<file path="config.mk">
export PLATFORM = sky130hd
export DESIGN_NAME = dacfz_top
export DESIGN_NICKNAME = d
export VERILOG_FILES = /design/src/dacfz_pkg.sv /design/src/dacfz_zd_if.sv /design/src/dacfz_zero_det.sv /design/src/dacfz_top.sv
export SDC_FILE = /design/constraint.sdc
export NUM_CORES = 1
export LEC_CHECK = 0
export BUFFER_PORTS_ARGS = -buffer_cell sky130_fd_sc_hd__clkbuf_2
export CORE_ASPECT_RATIO = 1.2
export CORE_MARGIN = 1.5
export CORE_UTILIZATION = 51
export DETAILED_ROUTE_END_ITERATION = 6
export GPL_ROUTABILITY_DRIVEN = 0
export GPL_TIMING_DRIVEN = 0
export PLACE_DENSITY_LB_ADDON = 0.1
export SKIP_CTS_REPAIR_TIMING = 1
export SLEW_MARGIN = 0
export SYNTH_ARGS = -nofsm -noshare
export SYNTH_HDL_FRONTEND = slang
export SYNTH_HIERARCHICAL = 1
export SYNTH_SLANG_ARGS = --single-unit
</file>
<file path="constraint.sdc">
create_clock -name clk -period 2.5 [get_ports clk]
set_clock_uncertainty 0.1 [all_clocks]
set_input_delay 0.25 -clock clk [delete_from_list [all_inputs] [get_ports clk]]
set_output_delay 0.25 -clock clk [all_outputs]
set_load 0.03 [all_outputs]
</file>
<file path="src/dacfz_pkg.sv">
// shared constants for the audio-interface config, readback and zero-detect block
package dacfz_pkg;

  // control word layout
  localparam int CW_W        = 16;
  localparam int CW_RW_BIT   = 15;
  localparam int CW_IDX_HI   = 14;
  localparam int CW_IDX_LO   = 8;
  localparam int CW_DATA_HI  = 7;
  localparam int IDX_W       = 7;
  localparam logic CW_RW_WRITE = 1'b0;
  localparam logic CW_RW_READ  = 1'b1;

  // register indices
  localparam logic [IDX_W-1:0] IDX_MODE_CTRL   = 7'h12;
  localparam logic [IDX_W-1:0] IDX_AUDIO_CFG   = 7'h14;
  localparam logic [IDX_W-1:0] IDX_READ_CTRL   = 7'h15;
  localparam logic [IDX_W-1:0] IDX_WALK_FIRST  = 7'h01;

  // audio_interface_config fields
  localparam int AIC_INTERP_BIT  = 7;
  localparam int AIC_ROLLOFF_HI  = 6;
  localparam int AIC_ROLLOFF_LO  = 5;
  localparam int AIC_HALF_BIT    = 4;
  localparam int AIC_DISABLE_BIT = 3;
  localparam int AIC_FMT_HI      = 2;
  localparam int AIC_FMT_LO      = 0;

  // readback_control fields
  localparam int RBC_INC_BIT     = 7;
  localparam int RBC_TARGET_HI   = 6;

  // mode control register: zero-detect mute enable position
  localparam int MCR_ZMUTE_BIT   = 4;

  // format codes
  localparam logic [2:0] FMT_RJ24    = 3'h0;
  localparam logic [2:0] FMT_RJ20    = 3'h1;
  localparam logic [2:0] FMT_RJ18    = 3'h2;
  localparam logic [2:0] FMT_RJ16    = 3'h3;
  localparam logic [2:0] FMT_I2S     = 3'h4;
  localparam logic [2:0] FMT_JUST    = 3'h5;

  // roll-off codes
  localparam logic [1:0] ROLL_SHARP  = 2'h0;
  localparam logic [1:0] ROLL_SLOW1  = 2'h1;
  localparam logic [1:0] ROLL_SLOW2  = 2'h2;

  // interpolation codes
  localparam logic INTERP_8X = 1'b0;
  localparam logic INTERP_4X = 1'b1;

  // reset values
  localparam logic [2:0]       RST_FMT      = FMT_RJ24;
  localparam logic [1:0]       RST_ROLLOFF  = ROLL_SHARP;
  localparam logic             RST_INTERP   = INTERP_8X;
  localparam logic             RST_CLK_DIS  = 1'b0;
  localparam logic             RST_CLK_HALF = 1'b0;
  localparam logic             RST_INC      = 1'b0;
  localparam logic [IDX_W-1:0] RST_TARGET   = 7'h01;
  localparam logic             RST_ZMUTE    = 1'b0;

  // zero detect
  localparam int ZERO_CNT_W = 10;
  localparam logic [ZERO_CNT_W-1:0] ZERO_LAST = 10'h3FF;
  localparam int SAMPLE_W = 24;

  typedef enum {WALK_IDLE, WALK_RUN} dacfz_walk_t;

endpackage

</file>
<file path="src/dacfz_zd_if.sv">
// carrier between the frame logic and one channel zero detector
`timescale 1ns/10ps
interface dacfz_zd_if;
  logic frame_tick;
  logic sample_zero;
  logic zero_flag;
  modport ctl (output frame_tick, output sample_zero, input zero_flag);
  modport det (input frame_tick, input sample_zero, output zero_flag);
endinterface

</file>
<file path="src/dacfz_zero_det.sv">
// one channel zero detector: flags after 1024 all-zero frames
`timescale 1ns/10ps
module dacfz_zero_det
  import dacfz_pkg::*;
(
  // clock and reset
  input  wire logic clk,
  input  wire logic srst,
  // frame side
  dacfz_zd_if.det   zd
);

  logic [ZERO_CNT_W-1:0] cnt_reg;
  logic                  flag_reg;

  always_ff @(posedge clk) begin
    if (srst) begin
      cnt_reg <= '0;
    end else if (zd.frame_tick) begin
      if (!zd.sample_zero) begin
        cnt_reg <= '0;
      end else if (cnt_reg != ZERO_LAST) begin
        cnt_reg <= cnt_reg + 1'b1;
      end
    end
  end

  always_ff @(posedge clk) begin
    if (srst) begin
      flag_reg <= 1'b0;
    end else if (zd.frame_tick) begin
      if (!zd.sample_zero) begin
        flag_reg <= 1'b0;
      end else if (cnt_reg == ZERO_LAST) begin
        flag_reg <= 1'b1;
      end
    end
  end

  assign zd.zero_flag = flag_reg;

endmodule

</file>
<file path="src/dacfz_top.sv">
// audio config, readback control and per-channel zero detect
`timescale 1ns/10ps

module dacfz_top
  import dacfz_pkg::*;
(
  // clock and reset
  input  wire logic                clk,
  input  wire logic                srst,
  // control word port
  input  wire logic                ctrl_valid,
  input  wire logic [CW_W-1:0]     ctrl_word,
  output logic                     read_valid,
  output logic [CW_W-1:0]          read_data,
  output logic                     read_busy,
  // audio frame input
  input  wire logic                left_right_clock,
  input  wire logic [SAMPLE_W-1:0] left_sample,
  input  wire logic [SAMPLE_W-1:0] right_sample,
  // configuration to the datapath
  output logic [2:0]               audio_format_sel,
  output logic [1:0]               rolloff_sel,
  output logic                     interp_rate_sel,
  output logic                     clock_out_disable,
  output logic                     clock_out_half_rate,
  output logic                     zero_mute_en,
  output logic                     auto_inc_en,
  output logic [IDX_W-1:0]         word_target_index,
  // clock output pin
  output logic                     clock_out_pin_o,
  output logic                     clock_out_pin_oe,
  // zero detect
  output logic                     left_zero_flag,
  output logic                     right_zero_flag,
  output logic                     left_zero_mute,
  output logic                     right_zero_mute
);

  // request decode
  logic             req_write;
  logic             req_read;
  logic [IDX_W-1:0] req_idx;
  logic [7:0]       req_data;

  assign req_write = ctrl_valid && (ctrl_word[CW_RW_BIT] == CW_RW_WRITE);
  assign req_read  = ctrl_valid && (ctrl_word[CW_RW_BIT] == CW_RW_READ);
  assign req_idx   = ctrl_word[CW_IDX_HI:CW_IDX_LO];
  assign req_data  = ctrl_word[CW_DATA_HI:0];

  // audio interface configuration register
  always_ff @(posedge clk) begin
    if (srst) begin
      audio_format_sel    <= RST_FMT;
      rolloff_sel         <= RST_ROLLOFF;
      interp_rate_sel     <= RST_INTERP;
      clock_out_disable   <= RST_CLK_DIS;
      clock_out_half_rate <= RST_CLK_HALF;
    end else if (req_write && req_idx == IDX_AUDIO_CFG) begin
      interp_rate_sel     <= req_data[AIC_INTERP_BIT];
      rolloff_sel         <= req_data[AIC_ROLLOFF_HI:AIC_ROLLOFF_LO];
      clock_out_half_rate <= req_data[AIC_HALF_BIT];
      clock_out_disable   <= req_data[AIC_DISABLE_BIT];
      audio_format_sel    <= req_data[AIC_FMT_HI:AIC_FMT_LO];
    end
  end

  // readback control register
  always_ff @(posedge clk) begin
    if (srst) begin
      auto_inc_en       <= RST_INC;
      word_target_index <= RST_TARGET;
    end else if (req_write && req_idx == IDX_READ_CTRL) begin
      auto_inc_en       <= req_data[RBC_INC_BIT];
      word_target_index <= req_data[RBC_TARGET_HI:0];
    end
  end

  // mode control register: zero-detect mute enable only
  always_ff @(posedge clk) begin
    if (srst) begin
      zero_mute_en <= RST_ZMUTE;
    end else if (req_write && req_idx == IDX_MODE_CTRL) begin
      zero_mute_en <= req_data[MCR_ZMUTE_BIT];
    end
  end

  // value returned for an index; unheld registers read as zero
  function automatic logic [CW_W-1:0] reg_value(input logic [IDX_W-1:0] idx);
    logic [7:0] data;
    data = 8'h00;
    case (idx)
      IDX_AUDIO_CFG: begin
        data = {interp_rate_sel, rolloff_sel, clock_out_half_rate,
                clock_out_disable, audio_format_sel};
      end
      IDX_READ_CTRL: begin
        data = {auto_inc_en, word_target_index};
      end
      IDX_MODE_CTRL: begin
        data = 8'h00;
        data[MCR_ZMUTE_BIT] = zero_mute_en;
      end
      default: begin
        data = 8'h00;
      end
    endcase
    reg_value = {CW_RW_WRITE, idx, data};
  endfunction

  // readback sequencer
  dacfz_walk_t      walk_state;
  logic [IDX_W-1:0] walk_idx;
  logic             walk_last;

  assign walk_last = (walk_idx == word_target_index) || (walk_idx == {IDX_W{1'b1}});

  always_ff @(posedge clk) begin
    if (srst) begin
      walk_state <= WALK_IDLE;
      walk_idx   <= IDX_WALK_FIRST;
    end else begin
      case (walk_state)
        WALK_IDLE: begin
          if (req_read && auto_inc_en && (word_target_index != IDX_WALK_FIRST)) begin
            walk_state <= WALK_RUN;
            walk_idx   <= IDX_WALK_FIRST + 7'h01;
          end
        end
        WALK_RUN: begin
          if (walk_last) begin
            walk_state <= WALK_IDLE;
            walk_idx   <= IDX_WALK_FIRST;
          end else begin
            walk_idx <= walk_idx + 7'h01;
          end
        end
        default: begin
          walk_state <= WALK_IDLE;
          walk_idx   <= IDX_WALK_FIRST;
        end
      endcase
    end
  end

  always_ff @(posedge clk) begin
    if (srst) begin
      read_valid <= 1'b0;
      read_data  <= '0;
    end else if (walk_state == WALK_RUN) begin
      read_valid <= 1'b1;
      read_data  <= reg_value(walk_idx);
    end else if (req_read) begin
      read_valid <= 1'b1;
      if (auto_inc_en) begin
        read_data <= reg_value(IDX_WALK_FIRST);
      end else begin
        read_data <= reg_value(word_target_index);
      end
    end else begin
      read_valid <= 1'b0;
    end
  end

  always_ff @(posedge clk) begin
    if (srst) begin
      read_busy <= 1'b0;
    end else if (walk_state == WALK_RUN) begin
      read_busy <= !walk_last;
    end else begin
      read_busy <= req_read && auto_inc_en && (word_target_index != IDX_WALK_FIRST);
    end
  end

  // clock output: full rate toggles each cycle, half rate every other
  logic half_phase;

  always_ff @(posedge clk) begin
    if (srst) begin
      half_phase <= 1'b0;
    end else begin
      half_phase <= !half_phase;
    end
  end

  always_ff @(posedge clk) begin
    if (srst) begin
      clock_out_pin_o <= 1'b0;
    end else if (!clock_out_half_rate || half_phase) begin
      clock_out_pin_o <= !clock_out_pin_o;
    end
  end

  always_ff @(posedge clk) begin
    if (srst) begin
      clock_out_pin_oe <= 1'b1;
    end else begin
      clock_out_pin_oe <= !clock_out_disable;
    end
  end

  // frame clock synchroniser and rising-edge tick
  logic left_right_clock_s1;
  logic left_right_clock_s2;
  logic left_right_clock_s3;
  logic frame_tick;

  always_ff @(posedge clk) begin
    if (srst) begin
      left_right_clock_s1 <= 1'b0;
      left_right_clock_s2 <= 1'b0;
      left_right_clock_s3 <= 1'b0;
    end else begin
      left_right_clock_s1 <= left_right_clock;
      left_right_clock_s2 <= left_right_clock_s1;
      left_right_clock_s3 <= left_right_clock_s2;
    end
  end

  assign frame_tick = left_right_clock_s2 && !left_right_clock_s3;

  // per-channel detectors share one counting scheme
  dacfz_zd_if zd_left ();
  dacfz_zd_if zd_right ();

  assign zd_left.frame_tick   = frame_tick;
  assign zd_left.sample_zero  = (left_sample == '0);
  assign zd_right.frame_tick  = frame_tick;
  assign zd_right.sample_zero = (right_sample == '0);

  dacfz_zero_det u_zero_left (
    .clk  (clk),
    .srst (srst),
    .zd   (zd_left.det)
  );

  dacfz_zero_det u_zero_right (
    .clk  (clk),
    .srst (srst),
    .zd   (zd_right.det)
  );

  always_ff @(posedge clk) begin
    if (srst) begin
      left_zero_flag  <= 1'b0;
      right_zero_flag <= 1'b0;
    end else begin
      left_zero_flag  <= zd_left.zero_flag;
      right_zero_flag <= zd_right.zero_flag;
    end
  end

  always_ff @(posedge clk) begin
    if (srst) begin
      left_zero_mute  <= 1'b0;
      right_zero_mute <= 1'b0;
    end else begin
      left_zero_mute  <= zd_left.zero_flag && zero_mute_en;
      right_zero_mute <= zd_right.zero_flag && zero_mute_en;
    end
  end

endmodule

</file>
# Word-level counts from Yosys, hierarchy flattened
# Cells that the tools add are included.
[totals] ff_bits=105 latchBits=0 mem_bits_rw=0 mem_bits_ro=0 input_bits=68 out_inout_bits=41 elab_cells=104 memories=0
[op_classes] addsub=3 n_mul=0 div_mod_pow=0 order_cmp=0 eq_ne=24 shifts=0 muxes=22 n_bitwise=1 n_reduce_logical=27
[ops] op="32-bit two-way mux" count=2
[ops] op="32-bit case mux with 2 select lines" count=1
[ops] op="7-bit by 5-bit equality test with 1-bit output, second input constant" count=9
[ops] op="24-bit logical NOT" count=2
[ops] op="8-bit case mux with 3 select lines" count=2
[ops] op="15-bit two-way mux" count=3
[ops] op="10-bit two-way mux" count=4
[ops] op="32-bit by 1-bit equality test with 1-bit output, second input constant" count=1
[ops] op="32-bit by 2-bit equality test with 1-bit output, second input constant" count=1
[ops] op="32-bit logical NOT" count=1
[ops] op="10-bit by 1-bit adder with 10-bit output, second input constant" count=2
[ops] op="10-bit equality test, second input constant" count=2
[ops] op="10-bit != test, second input constant" count=2
[ops] op="7-bit two-way mux" count=2
[ops] op="7-bit case mux with 2 select lines" count=1
[ops] op="2-bit != test, second input constant" count=6
[ops] op="1-bit logical AND" count=10
[ops] op="2-bit AND reduction" count=5
[ops] op="7-bit by 1-bit adder with 7-bit output, second input constant" count=1
[ops] op="7-bit equality test" count=1
[ops] op="7-bit equality test, second input constant" count=1
[ops] op="1-bit two-way mux" count=7
[ops] op="7-bit by 1-bit != test with 1-bit output, second input constant" count=1
[ops] op="1-bit logical NOT" count=6
[ops] op="other kinds (3)" count=4

# Longest topological paths before layout
[depth] ltp_word=5 mapped_depth=7 mapped_depth_nobuf=7

# Hierarchy
# The synthesis kept the hierarchy.
[by_module_without_submodules] module="dacfz_top" instances=1 cells_per_inst=274 area_each_um2=2451.1 seq_area_each_um2=1041.0
[by_module_without_submodules] module="dacfz_zero_det at u_zero_left" instances=1 cells_per_inst=65 area_each_um2=564.3 seq_area_each_um2=220.2
[by_module_without_submodules] module="dacfz_zero_det at u_zero_right" instances=1 cells_per_inst=63 area_each_um2=553.0 seq_area_each_um2=220.2

# Worst setup path after synthesis
# OpenSTA, ideal clock, no wires.
[synth_path] kind="register to register" startpoint="reg word_target_index[0]" endpoint="reg walk_idx[3]" setup_time_ps=122 arrival_ps=1723 required_time_ps=2278 slack_ps=556 path_stages_with_launch=6 path_buffers=1 synth_period_minus_slack_ps=1944 path_cell_list="dfxtp_1 -> buf_2 -> xor2_1 -> nor4_2 -> nor3_1 -> a221o_1"
[synth_between] elab_chain_len=4 word_cells_on_any_way=7 cone_classes="eq/ne: 3; mux: 2; reduce/logical: 2"
[synth_rtl] element="start: declaration" line="dacfz_top.sv:28" rtl="output logic [IDX_W-1:0] word_target_index,"
[synth_rtl] element="start signal: assignment" line="dacfz_top.sv:74" rtl="word_target_index <= req_data[RBC_TARGET_HI:0];"
[synth_rtl] element="7-bit equality test" line="dacfz_top.sv:115" rtl="assign walk_last = (walk_idx == word_target_index) || (walk_idx == {IDX_W{1'b1}});"
[synth_rtl] element="1-bit logical OR" line="dacfz_top.sv:115"
[synth_rtl] element="7-bit two-way mux" line="dacfz_top.sv:130" rtl="if (walk_last) begin"
[synth_rtl] element="7-bit case mux with 2 select lines" line="dacfz_top.sv:122" rtl="case (walk_state)"
[synth_rtl] element="end signal: assignment" line="dacfz_top.sv:126" rtl="walk_idx <= IDX_WALK_FIRST + 7'h01;"
[synth_rtl] element="end signal: assignment" line="dacfz_top.sv:134" rtl="walk_idx <= walk_idx + 7'h01;"
[synth_rtl] element="end: declaration" line="dacfz_top.sv:112" rtl="logic [IDX_W-1:0] walk_idx;"
# Parallel ways exist; a longest one is shown, timed or not.
# A chain may end at the register's enable or synchronous reset.

# Final worst setup path
[layout_path] startpoint="reg walk_idx[2]" endpoint="reg walk_idx[3]"
[layout_between] elab_chain_len=4 word_cells_on_any_way=6 cone_classes="add/sub: 1; eq/ne: 2; mux: 2; reduce/logical: 1"
[layout_rtl] element="parallel branches: the longest is 2 deep, another holds 7-bit by 1-bit adder with 7-bit output"
[layout_rtl] element="7-bit two-way mux *" line="dacfz_top.sv:130"
[layout_rtl] element="7-bit case mux with 2 select lines *" line="dacfz_top.sv:122"
# Every way passes the cells marked *.

==> results.md <==
- For met1 alone, demand over resource in global routing was between 20 and 30%.
- The share of the synthesized netlist area taken by xor and xnor gates is under 10%.
- OpenSTA, run right after detailed placement, puts the worst setup slack at approximately 0.35 ns.
- The post-route netlist has between 20% and 30% of its cells at a drive strength greater than 1.
- Setup repair after global routing left no endpoint under its margin.
- The worst setup path is captured at a flip-flop.
- The final critical-path required period is approximately 2.2 ns.
- The final route contains 3517 vias.
- The total power is approximately 2.3 mW.
- Summed over all cells, the static leakage comes to between 1.5 and 2 nW.
- Derived from the worst setup path, the maximum achievable clock frequency is about 460 MHz.
- The number of max-cap violations is 0.
- The wire-length estimate of the detail-placed layout is ~6.6 mm.
- Across the VDD grid, the largest voltage drop is between 0.0003 and 0.0004 V.
- The clock net in this run drives a total of 74 sinks.
- Before antenna repair, the detailed router went through 4 iterations.
- The synthesized netlist devotes 27.91% of its cell area to simple gates.
- For this design the top-level I/O count stands at 109.
- The floorplan has 33 rows.
- The number of flops mapped to enable cells by yosys is 0.
- The normalized max-slew margin is roughly 55%.
- Clock-pin slew was measured on the worst setup and hold paths at approximately 0.080 ns.
- The global-route wire length before repair is approximately 14 mm.
- The via count of the first global-routing pass is approximately 3200.
- The startpoint of the lowest-slack hold path is left_right_clock.
- In this run the deepest clock path goes through 2 buffers.
- Summed over all failing endpoints, the final setup total negative slack is 0 ns.
- A synthesized cell averages between 8 and 9 um^2.
- The final design area excluding fillers is 4410 um^2.
- The final number of hold-violating endpoints is 0.
- The die is ~95 um tall.
- After Yosys synthesis, full adders, half adders and majority gates account for about 2.1% of the synthesized area.
- The slew of the pin with the lowest slew margin is approximately 0.67 ns.
- The data arrival time of the worst path is between 2 and 2.5 ns.
- The number of DRC markers in iteration 0 is around 150.
- The number of antenna violations at the first check in global routing is 0.
- Dividing the detail-routed wire length by the instance count gives roughly 15 um.
- The initial core utilization is a little over half.
- Entering global routing, the biggest net connects 13 pins.
- The clock reaches the later pin of the worst-skew pair after ~0.35 ns.
- The number of nets in the layout is 594.
- The beginning of the worst register-to-register path is walk_idx[2].
- The slack of the critical path is 0.3039 ns.
- The number of filler cells placed in the layout is 616.
- The floorplan step defined a die boundary enclosing between 7000 and 8000 um^2.
- The type of element launching the critical path is a flip-flop.
- The cell area power density is about 520 nW/um^2.
- The kind of critical path is reg2reg.
- The buffer type at the clock tree root is sky130_fd_sc_hd__clkbuf_8.
- TritonCTS built the clock tree.
- The peak-usage layer in the global routing report is met2.
- By area, the combinational part of the netlist is dominated by simple AND/OR/NAND/NOR gates.
- In the final layout, flip-flops and latches occupy around 1500 um^2.
- The share of cell area taken by muxes after synthesis is between 5 and 6%.
- The worst-path maximum fanout is 9.
- The count of antenna diodes in the layout is 0.
- The run finished with clean final reports.
- The total overflow left after global routing is 0.
- Of the synthesized area, sequential elements account for 41.51%.
- The number of pins with negative max-slew slack in the final report is 0.
- The post-synthesis cell type count is 54.
- The synthesized-area fraction occupied by ao, oa, aoi and oai cells is between 10% and 20%.
- Global routing used between 20% and 30% of the available tracks.
- The cell area after placement is 4213 um^2.
- Of all flip-flops after synthesis, the portion carrying an async set or reset was 0%.
- The classification of the worst-slack hold path is in2reg.
- Summed over all layers, the routed wires come to 8.954 mm.
- After floorplanning, the core was sized to cover 6813 um^2.
- The mapped cell area is between 3000 and 4000 um^2.
- In the routed layout, each cell is associated on average with a via count of 5.747.
- In the finished design, the share of the clock period the worst path needs comes to between 80% and 90%.
- The synthesis-stage register bit count is 74.
- The post-synthesis instance total is about 400.
- The relative area change from synthesis to final layout is 23.60%.
- Counting tap cells, the placed design contains a total of 596 instances.
- The post-layout instance count excluding filler cells is 612.
- Across all hold checks on the routed design, the worst slack comes to 0.006966 ns.
- The required time at the worst-slack endpoint is around 2.6 ns.
- The number of buffer cells added on primary ports is ~110.
- The number of DRC violations after detailed routing is 0.
- For this run, global-route usage on met2 was measured as roughly 42%.
- Measured on the finished design, the core utilization comes to 64.74%.
- The count of nets left with antenna violations once routing finished came out at 0.
- The number of nets in the synthesized netlist is between 400 and 500.
- The dominant synthesized flop cell is sky130_fd_sc_hd__dfxtp_1.
- The number of buffers created by CTS is 9.
- In this run the worst setup path begins at walk_idx[2].
- The met3 layer usage reported by global route is under 10%.
- The H-tree depth reported by CTS is 3.
- The total of warnings raised by yosys is 6.
- In the final layout, the multi-input gates occupy between 1500 and 2000 um^2.
- The die is slightly below 80 um wide.
- The number of flip-flops in the largest register is 15.
- The final setup violation count is 0.
-- synthesized netlist by cell type, types with 3 or more instances --
master | instances | share of area (%)
sky130_fd_sc_hd__a211oi_1 | 12 | 2.5
sky130_fd_sc_hd__a21o_1 | 5 | 1.1
sky130_fd_sc_hd__a21oi_1 | 15 | 2.1
sky130_fd_sc_hd__a221oi_1 | 7 | 1.7
sky130_fd_sc_hd__a22o_1 | 5 | 1.2
sky130_fd_sc_hd__a311oi_1 | 3 | 0.74
sky130_fd_sc_hd__a31oi_1 | 5 | 0.88
sky130_fd_sc_hd__a41oi_1 | 3 | 0.74
sky130_fd_sc_hd__and2_1 | 4 | 0.70
sky130_fd_sc_hd__and3_1 | 7 | 1.2
sky130_fd_sc_hd__and4_1 | 3 | 0.74
sky130_fd_sc_hd__buf_2 | 4 | 0.56
sky130_fd_sc_hd__clkbuf_1 | 11 | 1.2
sky130_fd_sc_hd__dfxtp_1 | 74 | 42
sky130_fd_sc_hd__ha_1 | 6 | 2.1
sky130_fd_sc_hd__inv_1 | 7 | 0.74
sky130_fd_sc_hd__mux2i_1 | 19 | 5.3
sky130_fd_sc_hd__nand2_1 | 25 | 2.6
sky130_fd_sc_hd__nand2b_1 | 6 | 1.1
sky130_fd_sc_hd__nand3_1 | 7 | 0.98
sky130_fd_sc_hd__nand4_1 | 8 | 1.4
sky130_fd_sc_hd__nor2_1 | 49 | 5.2
sky130_fd_sc_hd__nor2b_1 | 13 | 2.3
sky130_fd_sc_hd__nor3_1 | 19 | 2.7
sky130_fd_sc_hd__nor3b_1 | 8 | 1.7
sky130_fd_sc_hd__nor4_1 | 15 | 2.6
sky130_fd_sc_hd__o21a_1 | 3 | 0.63
sky130_fd_sc_hd__o21ai_0 | 9 | 1.3
sky130_fd_sc_hd__o31ai_1 | 3 | 0.63
sky130_fd_sc_hd__xnor2_1 | 5 | 1.2
sky130_fd_sc_hd__xor2_1 | 9 | 2.2
-- metal layers --
| layer | part of all wire (%) | wire length (um) |
|---|---|---|
| met5 | 0 | 0 |
| met4 | 2.4 | 214 |
| met3 | 6.1 | 542 |
| met2 | 49 | 4407 |
| met1 | 42 | 3789 |
-- report_power, final --
part	internal, mW	switching, mW	leakage, nW	total [mW]
Sequential	1.19	0.00851	0.599	1.20
Combinational	0.0710	0.0963	1.24	0.167
Clock	0.516	0.419	0.101	0.935
Total	1.78	0.524	1.93	2.30
-- worst paths after layout --
check | endpoint | slack (ns) | depth (start not counted)
worst max-delay path | walk_idx[3] | 0.30 | 6
worst min-delay path | left_right_clock_s1 | 0.007 | 2
worst max register to register | walk_idx[3] | 0.30 | 6
worst min register to register | half_phase | 0.31 | 1
-- worst max-delay path, cell delays in order, from the launching register on --
cell                       delay (ns)
sky130_fd_sc_hd__dfxtp_1         0.31
sky130_fd_sc_hd__clkbuf_1        0.32
sky130_fd_sc_hd__xnor2_1         0.17
sky130_fd_sc_hd__nand4_1         0.13
sky130_fd_sc_hd__nor4_2          0.51
sky130_fd_sc_hd__nor3_1          0.22
sky130_fd_sc_hd__a221o_1         0.33
-- cell type report --
class	instances	area share, %
clock buffer	14	3.688
buffer	20	2.099
tap	87	2.468
clock inverter	2	0.7943
sequential	74	33.59
inverter	7	0.5957
multi-input combinational	301	44.62
timing repair buffer	107	12.14
-- cells by family after synthesis --
logic type,after synthesis
AO/OA/AOI/OAI,82
flip-flops,74
XOR/XNOR,14
AND/OR/NAND/NOR,179
other,1
multiplexers,19
buffers and inverters,27
adder cells (fa/ha/maj),6
-- layout by cell type (no fill, tap or decap), types with 4 or more instances in the layout --
master and n:
sky130_fd_sc_hd__a211oi_1 12, sky130_fd_sc_hd__a21o_1 5, sky130_fd_sc_hd__a21oi_1 15, sky130_fd_sc_hd__a221oi_1 7
sky130_fd_sc_hd__a22o_1 5, sky130_fd_sc_hd__a31oi_1 5, sky130_fd_sc_hd__and2_1 4, sky130_fd_sc_hd__and3_1 7
sky130_fd_sc_hd__buf_2 4, sky130_fd_sc_hd__clkbuf_1 14, sky130_fd_sc_hd__clkbuf_2 108, sky130_fd_sc_hd__clkbuf_8 11
sky130_fd_sc_hd__dfxtp_1 74, sky130_fd_sc_hd__ha_1 6, sky130_fd_sc_hd__inv_1 7, sky130_fd_sc_hd__mux2i_1 19
sky130_fd_sc_hd__nand2_1 25, sky130_fd_sc_hd__nand2b_1 6, sky130_fd_sc_hd__nand3_1 7, sky130_fd_sc_hd__nand4_1 8
sky130_fd_sc_hd__nor2_1 49, sky130_fd_sc_hd__nor2b_1 13, sky130_fd_sc_hd__nor3_1 19, sky130_fd_sc_hd__nor3b_1 8
sky130_fd_sc_hd__nor4_1 15, sky130_fd_sc_hd__o21ai_0 9, sky130_fd_sc_hd__xnor2_1 5, sky130_fd_sc_hd__xor2_1 9
No activity file was read; power rests on OpenSTA's default activity.
